### src/core/rsp_pkg.sv
// Package: register map, field layout and reset values of the strap block
package rsp_pkg;

	// ==============================================================
	// Register byte offsets on the APB
	localparam logic [7:0] RSP_ADDR_STRAP = 8'h00;
	localparam logic [7:0] RSP_ADDR_CONFIG = 8'h04;
	localparam logic [7:0] RSP_ADDR_LOS_MAP = 8'h08;
	localparam logic [7:0] RSP_ADDR_REF_MODE = 8'h0C;
	localparam logic [7:0] RSP_ADDR_PAIR = 8'h10;
	localparam logic [7:0] RSP_ADDR_QUAL = 8'h14;

	// ==============================================================
	// Field positions
	localparam int RSP_STRAP_FREQ_LSB = 0;
	localparam int RSP_STRAP_RATE_POS = 3;
	localparam int RSP_STRAP_ROLE_PIN_POS = 4;
	localparam int RSP_STRAP_HELD_POS = 5;
	localparam int RSP_CFG_ROLE_CTRL_POS = 0;
	localparam int RSP_CFG_RATE_FAMILY_POS = 2;
	localparam int RSP_LOSMAP_FIELD_W = 4;
	localparam int RSP_LOSMAP_EN_POS = 3;
	localparam int RSP_MODE_CC_FP_LSB = 0;
	localparam int RSP_MODE_CC_400_LSB = 2;
	localparam int RSP_MODE_SYNC_LSB = 4;
	localparam int RSP_MODE_RATE_LSB = 12;
	localparam int RSP_PAIR_FIELD_W = 3;
	localparam int RSP_QUAL_DISQ_LSB = 0;
	localparam int RSP_QUAL_MASTER_POS = 8;
	localparam int RSP_QUAL_LOS_LSB = 12;
	localparam int RSP_QUAL_PAIRERR_LSB = 16;

	// ==============================================================
	// Reset values
	localparam logic [15:0] RSP_LOS_MAP_RST = 16'h0000;
	localparam logic RSP_ROLE_CTRL_RST = 1'b0;
	localparam logic [1:0] RSP_CC_FP_RST = 2'h0;
	localparam logic [1:0] RSP_CC_400_RST = 2'h0;
	localparam logic [4:0] RSP_SYNC_MODE_RST = 5'h00;
	localparam logic [9:0] RSP_SYNC_RATE_RST = 10'h000;
	localparam logic [14:0] RSP_PAIR_RST = 15'h0000;

	// Sync pulse rates of a differential reference in sync role
	typedef enum logic [1:0] {
		RSP_SYNC_2K = 2'b00,
		RSP_SYNC_4K = 2'b01,
		RSP_SYNC_8K = 2'b10,
		RSP_SYNC_1PPS = 2'b11
	} rsp_sync_rate_t;

	// Strap capture phases
	typedef enum logic [0:0] {
		RSP_ST_CAPTURE = 1'b0,
		RSP_ST_HOLD = 1'b1
	} rsp_strap_state_t;

endpackage : rsp_pkg

### src/core/rsp_reset_strap_pin_function.sv
// Top: strap capture, shared-pin roles, role select and reference roles
`timescale 1ns/1ps
module rsp_reset_strap_pin_function #(
	parameter int NUM_CC = 2,
	parameter int NUM_DIFF = 5,
	parameter int NUM_LOS = 4
) (
	// System clock (the oscillator input) and reset
	input wire logic clk,
	input wire logic srst,
	// APB slave
	input wire logic psel,
	input wire logic penable,
	input wire logic pwrite,
	input wire logic [7:0] paddr,
	input wire logic [31:0] pwdata,
	output logic [31:0] prdata,
	output logic pready,
	output logic pslverr,
	// Shared strap / loss pins and the role-select pin
	input wire logic oscFreqStrap0,
	input wire logic oscFreqStrap1,
	input wire logic oscFreqStrap2,
	input wire logic rateFamilyStrap,
	input wire logic roleSelectPin,
	// Strap results and role
	output logic [2:0] oscFreqSel,
	output logic rateFamilyBit,
	output logic isMaster,
	// Reference roles
	output logic [NUM_CC-1:0] ccFramePulseMode,
	output logic [NUM_CC-1:0] cc400Present,
	output logic [NUM_DIFF-1:0] diffSyncMode,
	output logic [NUM_DIFF*2-1:0] diffSyncRate,
	output logic [NUM_DIFF*3-1:0] diffSyncPartner,
	output logic [NUM_DIFF-1:0] pairError,
	output logic [NUM_CC+NUM_DIFF-1:0] refDisqualified
);
	import rsp_pkg::*;

	localparam int NUM_REFS = NUM_CC + NUM_DIFF;

	// Index fields are three bits wide and the map holds four loss lines
	if (NUM_REFS > 7 || NUM_REFS < 1 || NUM_LOS != 4 || NUM_CC > 2 ||
			NUM_DIFF > 5) begin : gBadParams
		$error("rsp: reference or loss count outside supported range");
	end

	// Register fields must fit one 32-bit word at their chosen positions
	if (RSP_MODE_RATE_LSB + NUM_DIFF*2 > 32 ||
			RSP_QUAL_PAIRERR_LSB + NUM_DIFF > 32) begin : gBadFields
		$error("rsp: register fields overflow the data word");
	end

	logic rateStrap;
	logic strapHeld;
	logic roleCtrlBit;
	logic [15:0] losMap;
	logic [NUM_LOS-1:0] losLevel;
	logic [NUM_LOS-1:0] losEnable;
	logic [NUM_LOS*3-1:0] losTarget;
	logic [NUM_REFS-1:0] refNotClock;
	logic [NUM_DIFF-1:0] next_pairError;
	logic setupPhase;
	logic writeAccess;
	logic addrMapped;
	logic [31:0] next_prdata;
	logic wrConfig;
	logic wrLosMap;
	logic wrRefMode;
	logic wrPair;

	// ==============================================================
	// Strap capture
	// The whole block is clocked by the oscillator clock, clk
	rsp_strap_capture uStrap (
		.clk(clk),
		.srst(srst),
		.freqPins({oscFreqStrap2, oscFreqStrap1, oscFreqStrap0}),
		.ratePin(rateFamilyStrap),
		.oscFreqSel(oscFreqSel),
		.rateStrap(rateStrap),
		.strapHeld(strapHeld)
	);

	// ==============================================================
	// Shared pins as loss lines
	// Same pins, new meaning once the straps are frozen
	// While reset holds these levels are strap codes; the qualifiers
	// ignore them until strapHeld rises, so a high strap is no loss
	assign losLevel = {rateFamilyStrap, oscFreqStrap2, oscFreqStrap1,
		oscFreqStrap0};

	// Unpack loss-line assignment fields
	genvar gl;
	for (gl = 0; gl < NUM_LOS; gl++) begin : gLosMap
		assign losEnable[gl] =
			losMap[gl*RSP_LOSMAP_FIELD_W + RSP_LOSMAP_EN_POS];
		assign losTarget[gl*3 +: 3] = losMap[gl*RSP_LOSMAP_FIELD_W +: 3];
	end

	// One disqualifier per reference input
	// Each instance compares every line target with its own index,
	// so several lines may point at one reference
	genvar gr;
	for (gr = 0; gr < NUM_REFS; gr++) begin : gQual
		rsp_ref_qualifier #(
			.REF_INDEX(gr),
			.NUM_LOS(NUM_LOS)
		) uQual (
			.clk(clk),
			.srst(srst),
			.losLive(strapHeld),
			.losLevel(losLevel),
			.losEnable(losEnable),
			.losTarget(losTarget),
			.disqualified(refDisqualified[gr])
		);
	end

	// ==============================================================
	// Configuration registers
	// Rate-family bit tracks the strap through reset, software owns it after
	always_ff @(posedge clk) begin
		if (srst) begin
			rateFamilyBit <= rateFamilyStrap;
		end else if (wrConfig) begin
			rateFamilyBit <= pwdata[RSP_CFG_RATE_FAMILY_POS];
		end
	end

	// Role control bit
	always_ff @(posedge clk) begin
		if (srst) begin
			roleCtrlBit <= RSP_ROLE_CTRL_RST;
		end else if (wrConfig) begin
			roleCtrlBit <= pwdata[RSP_CFG_ROLE_CTRL_POS];
		end
	end

	// Loss-line assignment map
	// A field with its enable clear is parked; its target is kept so
	// software can arm a line without rewriting the index
	always_ff @(posedge clk) begin
		if (srst) begin
			losMap <= RSP_LOS_MAP_RST;
		end else if (wrLosMap) begin
			losMap <= pwdata[15:0];
		end
	end

	// Reference roles: composite clock or frame pulse, clock or sync
	// Software may change a role at any time; the pairing check below
	// judges every partner again on the next edge
	always_ff @(posedge clk) begin
		if (srst) begin
			ccFramePulseMode <= RSP_CC_FP_RST[NUM_CC-1:0];
			cc400Present <= RSP_CC_400_RST[NUM_CC-1:0];
			diffSyncMode <= RSP_SYNC_MODE_RST[NUM_DIFF-1:0];
			diffSyncRate <= RSP_SYNC_RATE_RST[NUM_DIFF*2-1:0];
		end else if (wrRefMode) begin
			ccFramePulseMode <= pwdata[RSP_MODE_CC_FP_LSB +: NUM_CC];
			cc400Present <= pwdata[RSP_MODE_CC_400_LSB +: NUM_CC];
			diffSyncMode <= pwdata[RSP_MODE_SYNC_LSB +: NUM_DIFF];
			diffSyncRate <= pwdata[RSP_MODE_RATE_LSB +: NUM_DIFF*2];
		end
	end

	// Partner clock index for each differential reference
	always_ff @(posedge clk) begin
		if (srst) begin
			diffSyncPartner <= RSP_PAIR_RST[NUM_DIFF*3-1:0];
		end else if (wrPair) begin
			diffSyncPartner <= pwdata[NUM_DIFF*3-1:0];
		end
	end

	// ==============================================================
	// Role selection
	// Control bit inverts the pin's sense; pin high alone means master
	// The pin is taken as already synchronous and is not debounced, so
	// the board must hold it steady while the role matters
	always_ff @(posedge clk) begin
		if (srst) begin
			isMaster <= 1'b0;
		end else begin
			isMaster <= roleSelectPin ^ roleCtrlBit;
		end
	end

	// ==============================================================
	// Sync pairing check
	// A partner must be another input that is itself running as a clock
	// Only the index is judged here; whether the partner really carries
	// a clock is left to the reference monitors outside this block
	assign refNotClock = {diffSyncMode, ccFramePulseMode};

	genvar gp;
	for (gp = 0; gp < NUM_DIFF; gp++) begin : gPair
		localparam logic [2:0] SELF = 3'(NUM_CC + gp);
		logic [2:0] partner;
		logic pairBad;
		assign partner = diffSyncPartner[gp*3 +: 3];
		always_comb begin
			pairBad = 1'b0;
			if (diffSyncMode[gp]) begin
				if (partner == SELF || 32'(partner) >= NUM_REFS) begin
					pairBad = 1'b1;
				end else if (refNotClock[partner]) begin
					pairBad = 1'b1;
				end
			end
		end
		// Each lane owns its verdict bit, so no vector has two writers
		assign next_pairError[gp] = pairBad;
	end

	// Registered so the pairing verdict is glitch-free
	always_ff @(posedge clk) begin
		if (srst) begin
			pairError <= '0;
		end else begin
			pairError <= next_pairError;
		end
	end

	// ==============================================================
	// APB slave
	// Zero wait states: read data is fetched in the setup cycle
	// Fetching at setup keeps prdata a flop output; the cost is that a
	// status read is a snapshot taken one cycle before the access edge
	assign setupPhase = psel && !penable;
	assign writeAccess = psel && penable && pwrite;
	assign pready = 1'b1;
	assign addrMapped = (paddr == RSP_ADDR_STRAP) ||
		(paddr == RSP_ADDR_CONFIG) || (paddr == RSP_ADDR_LOS_MAP) ||
		(paddr == RSP_ADDR_REF_MODE) || (paddr == RSP_ADDR_PAIR) ||
		(paddr == RSP_ADDR_QUAL);
	assign pslverr = psel && penable && !addrMapped;

	// Per-register write strobes, valid only at the access edge
	assign wrConfig = writeAccess && (paddr == RSP_ADDR_CONFIG);
	assign wrLosMap = writeAccess && (paddr == RSP_ADDR_LOS_MAP);
	assign wrRefMode = writeAccess && (paddr == RSP_ADDR_REF_MODE);
	assign wrPair = writeAccess && (paddr == RSP_ADDR_PAIR);

	// Read multiplexer; unmapped and reserved bits read as zero
	always_comb begin
		next_prdata = 32'h0000_0000;
		case (paddr)
			RSP_ADDR_STRAP: begin
				next_prdata[RSP_STRAP_FREQ_LSB +: 3] = oscFreqSel;
				next_prdata[RSP_STRAP_RATE_POS] = rateStrap;
				next_prdata[RSP_STRAP_ROLE_PIN_POS] = roleSelectPin;
				next_prdata[RSP_STRAP_HELD_POS] = strapHeld;
			end
			RSP_ADDR_CONFIG: begin
				next_prdata[RSP_CFG_ROLE_CTRL_POS] = roleCtrlBit;
				next_prdata[RSP_CFG_RATE_FAMILY_POS] = rateFamilyBit;
			end
			RSP_ADDR_LOS_MAP: begin
				next_prdata[15:0] = losMap;
			end
			RSP_ADDR_REF_MODE: begin
				next_prdata[RSP_MODE_CC_FP_LSB +: NUM_CC] = ccFramePulseMode;
				next_prdata[RSP_MODE_CC_400_LSB +: NUM_CC] = cc400Present;
				next_prdata[RSP_MODE_SYNC_LSB +: NUM_DIFF] = diffSyncMode;
				next_prdata[RSP_MODE_RATE_LSB +: NUM_DIFF*2] = diffSyncRate;
			end
			RSP_ADDR_PAIR: begin
				next_prdata[NUM_DIFF*3-1:0] = diffSyncPartner;
			end
			RSP_ADDR_QUAL: begin
				next_prdata[RSP_QUAL_DISQ_LSB +: NUM_REFS] = refDisqualified;
				next_prdata[RSP_QUAL_MASTER_POS] = isMaster;
				next_prdata[RSP_QUAL_LOS_LSB +: NUM_LOS] =
					strapHeld ? losLevel : '0;
				next_prdata[RSP_QUAL_PAIRERR_LSB +: NUM_DIFF] = pairError;
			end
			default: next_prdata = 32'h0000_0000;
		endcase
	end

	// Read data register, loaded at the setup edge, stable in access
	always_ff @(posedge clk) begin
		if (srst) begin
			prdata <= 32'h0000_0000;
		end else if (setupPhase && !pwrite) begin
			prdata <= next_prdata;
		end
	end

endmodule : rsp_reset_strap_pin_function

### src/core/rsp_strap_capture.sv
// Strap latch: samples the shared pins during reset and freezes them
`timescale 1ns/1ps
module rsp_strap_capture (
	// Clock and reset
	input wire logic clk,
	input wire logic srst,
	// Shared strap pins
	input wire logic [2:0] freqPins,
	input wire logic ratePin,
	// Captured values
	output logic [2:0] oscFreqSel,
	output logic rateStrap,
	output logic strapHeld
);
	import rsp_pkg::*;

	rsp_strap_state_t state;

	// ==============================================================
	// Phase: capture while reset is high, hold from its release on
	always_ff @(posedge clk) begin
		if (srst) begin
			state <= RSP_ST_CAPTURE;
		end else begin
			case (state)
				RSP_ST_CAPTURE: state <= RSP_ST_HOLD;
				RSP_ST_HOLD: state <= RSP_ST_HOLD;
				default: state <= RSP_ST_CAPTURE;
			endcase
		end
	end

	// Straps follow the pins only during reset; later pin activity is LOS
	always_ff @(posedge clk) begin
		if (srst) begin
			oscFreqSel <= freqPins;
			rateStrap <= ratePin;
		end
	end

	// Flag telling the rest of the block the pins now carry LOS
	always_ff @(posedge clk) begin
		if (srst) begin
			strapHeld <= 1'b0;
		end else begin
			strapHeld <= (state == RSP_ST_HOLD) || (state == RSP_ST_CAPTURE);
		end
	end

endmodule : rsp_strap_capture

### src/core/rsp_ref_qualifier.sv
// Per-reference disqualifier driven by the assignable loss-of-signal lines
`timescale 1ns/1ps
module rsp_ref_qualifier #(
	parameter int REF_INDEX = 0,
	parameter int NUM_LOS = 4
) (
	// Clock and reset
	input wire logic clk,
	input wire logic srst,
	// Loss lines and their assignment
	input wire logic losLive,
	input wire logic [NUM_LOS-1:0] losLevel,
	input wire logic [NUM_LOS-1:0] losEnable,
	input wire logic [NUM_LOS*3-1:0] losTarget,
	// Result
	output logic disqualified
);
	import rsp_pkg::*;

	localparam logic [2:0] MY_INDEX = 3'(REF_INDEX);

	logic hit;

	// Any enabled loss line aimed at this reference and asserted
	always_comb begin
		hit = 1'b0;
		for (int k = 0; k < NUM_LOS; k++) begin
			if (losEnable[k] && losLevel[k] &&
					losTarget[k*3 +: 3] == MY_INDEX) begin
				hit = 1'b1;
			end
		end
	end

	// Pins are straps during reset, so no loss is honoured then
	always_ff @(posedge clk) begin
		if (srst) begin
			disqualified <= 1'b0;
		end else begin
			disqualified <= losLive && hit;
		end
	end

endmodule : rsp_ref_qualifier

### config.mk
export PLATFORM = sky130hd
export DESIGN_NAME = rsp_reset_strap_pin_function
export DESIGN_NICKNAME = d
export VERILOG_FILES = /design/src/core/rsp_pkg.sv /design/src/core/rsp_reset_strap_pin_function.sv /design/src/core/rsp_strap_capture.sv /design/src/core/rsp_ref_qualifier.sv
export SDC_FILE = /design/constraint.sdc
export NUM_CORES = 1
export LEC_CHECK = 0
export BUFFER_PORTS_ARGS = -buffer_cell sky130_fd_sc_hd__buf_2
export CORE_ASPECT_RATIO = 1.75
export CORE_MARGIN = 3
export CORE_UTILIZATION = 45
export CTS_BUF_LIST = sky130_fd_sc_hd__clkbuf_8
export DETAILED_ROUTE_END_ITERATION = 8
export PLACE_DENSITY = 0.77
export SYNTH_ARGS = -nofsm -noshare
export SYNTH_HDL_FRONTEND = slang
export SYNTH_SLANG_ARGS = --single-unit
### constraint.sdc
create_clock -name clk -period 3.1 [get_ports clk]
set_input_delay 0.62 -clock clk [delete_from_list [all_inputs] [get_ports clk]]
set_output_delay 0.62 -clock clk [all_outputs]
set_load 0.02 [all_outputs]
==> flow_summary.ini <==
[grt]
grt-ovfl-total = 0
grt_pass1_vias = 3695
grt_usage_pct = 24.8
grt_pass1_wl_um = 20600
antenna_found_initial = 0
grt_max_degree = 56

[route]
finalWirelength_um = 13600
ant_nets = 0
drtPass1Iterations = 4
via_count = 3991
wire_per_inst_um = 19.8
drt_iter0_markers = 379
drc = 0
routed_via_density = 5.81

[worst_setup_path]
worst-path-max-fanout = 12
slowest_delay_ps = 580
startpoint_type = primary input
worstSetupPathType = in2out
critPathCaptureType = output pin
arrival_ps = 1820
path_cells = buf_2, or3_1, a211oi_1, nor2_1, buf_2
worst_ep_required_time_ps = 2480
crit_slowest_cell = or3_1
cpMostUsedCell = buf_2

[logic_synthesis]
ys_async_sr_fraction_pct = 0
ys.flop_type = dfxtp_1
ys_seq_elements = 92
syn-cell-area_um2 = 4430
synth-edff-count = 5
ys_warn_count = 0
ys_seq_area_share_pct = 42.7
synth.distinct_cells = 48
synth_area_per_cell_um2 = 9.53
syn_inst = 465

[sta]
finalSetupViolations = 0
tns_ps = 0
drv_slew = 0
period_needed_ps = 2440
slew_headroom_pct = 42.0
skew_ps = 6.32
fin_crit_sh_pct = 78.8
max_freq_ghz = 0.409
rsz0062_at_grt = no
timing_hold_violations_final = 0
worst_slew_pin_slew_ps = 857

[cells_and_area]
utilization_pct = 54.5
antenna_cells = 0
nets = 610
drive_gt1_share_pct = 28.7
syn2layout_area_growth_pct = 17.0
num-fill-cells = 919
multi_input_area_um2 = 2280
area.sequential_um2 = 1890
final_cell_mix = buf_2 (113), dfxtp_1 (87), nor2_1 (76)
final_common_cell = buf_2
fin_cells = 687

[placed_design]
port_buffers = 113
place_congestion = 0.920
placedCellCount = 671
dpl.hpwl_um = 10200

[floorplanning]
ioPinCount = 135
design.core.area_um2 = 9530
die_w_um = 81.0
fp.dieH_um = 137
dieArea_um2 = 11100
rows = 47
start_util_pct = 46.5

[cts]
numCtsBuffers = 9
cts_setup_buffers = 0
post_cts_resized = 0
cts_hold_buf = 0
h-tree-depth = 3
clk-insertion-delay-late_ps = 370
clockBufferDepth = 2
cts_root_buffer = clkbuf_8
cts_tree = built
cts_num_sinks = 92
clkTransAtPathRegs_ps = 100

[run_status]
run_status = complete, no violations

[worst_hold_path]
hold_class = reg2reg

[power]
p_per_area_nw_per_um2 = 449
max-vdd-ir-drop_mv = 0.283
p_leak_nw = 2.27
power_mw = 2.33

[job]
cap_violations = 0
-- metal layers --
metal  vias up  share of wire (%)  routed length, um  global-route usage [%]
met5         -                  0                  0                       0
met3        25                6.4                875                    3.60
met4         0                3.1                422                    11.0
li1       1849                  -                  -                       -
met2       179                 54               7340                    43.5
met1      1938                 37               5000                    29.3
-- state kept, by name, summed over array words and instances, names as in the netlist --
signal,cells
cc400Present,2
ccFramePulseMode,2
diffSyncMode,5
diffSyncPartner,15
diffSyncRate,10
gQual.uQual.disqualified,7
isMaster,1
losMap,16
pairError,5
prdata,22
rateFamilyBit,1
roleCtrlBit,1
uStrap.oscFreqSel,3
uStrap.rateStrap,1
uStrap.strapHeld,1
-- power breakdown --
part / switching [mW] / internal (mW) / total (mW)
sequential: 0.00971 / 1.21 / 1.22
clock: 0.466 / 0.469 / 0.935
combinational: 0.119 / 0.0552 / 0.174
total: 0.594 / 1.73 / 2.33
-- cell usage after synthesis (all sizes together) (3+ instances only) --
library cell / count / area share, %
a211oi: 4 / 0.68
a31oi: 3 / 0.42
a32oi: 3 / 0.59
mux4: 7 / 3.7
mux2: 12 / 3.0
o21ai: 17 / 1.9
and3: 8 / 1.1
buf: 28 / 5.1
clkbuf: 18 / 1.5
dfxtp: 87 / 39
a22oi: 17 / 2.9
edfxtp: 5 / 3.4
nor3b: 4 / 0.68
or4: 3 / 0.59
nor2b: 12 / 1.7
nand3: 14 / 1.6
a221oi: 7 / 1.4
mux2i: 58 / 13
a21oi: 29 / 3.3
nand2: 16 / 1.4
nor3: 7 / 0.90
nor2: 76 / 6.4
-- worst max-delay path, delay by kind of cell --
family / cells / cell delay, ps
simple gates: 2 / 630
compound gates: 1 / 300
buf+inv: 2 / 270
-- cell type report --
type | instances | share of cell area (%)
flip-flops and latches | 92 | 36.5
clock inverters | 7 | 2.00
repair buffers | 121 | 12.1
multi-input cells | 334 | 44.0
inverters | 2 | 0.145
well taps | 122 | 2.94
clock buffers | 9 | 2.39
-- per-stage QoR --
stage	hold WS [ps]	worst slack (ps)	instance area, um^2
finish	466	656	5190
global route	478	577	5190
CTS	468	652	5190
detailed placement	450	528	4960
global placement	444	564	4960
floorplan	451	768	4470
-- path summary, 6_finish.rpt --
kind	startpoint	cells past startpoint	slack (ps)	end
max	paddr[5]	5	660	pslverr
min	prdata[15]$_SDFFE_PP0P_	2	470	prdata[15]$_SDFFE_PP0P_
max reg2reg	diffSyncPartner[2]$_SDFFE_PP0P_	3	1470	pairError[0]$_SDFF_PP0_
min reg2reg	prdata[15]$_SDFFE_PP0P_	2	470	prdata[15]$_SDFFE_PP0P_
-- logic make-up after synthesis --
family,synth area share [%]
AO/OA/AOI/OAI,12.9
XOR/XNOR,0.395
buffers and inverters,6.83
flip-flops,42.7
multiplexers,19.9
other,0.169
AND/OR/NAND/NOR,17.2
Power figures use the tool's default switching activity.
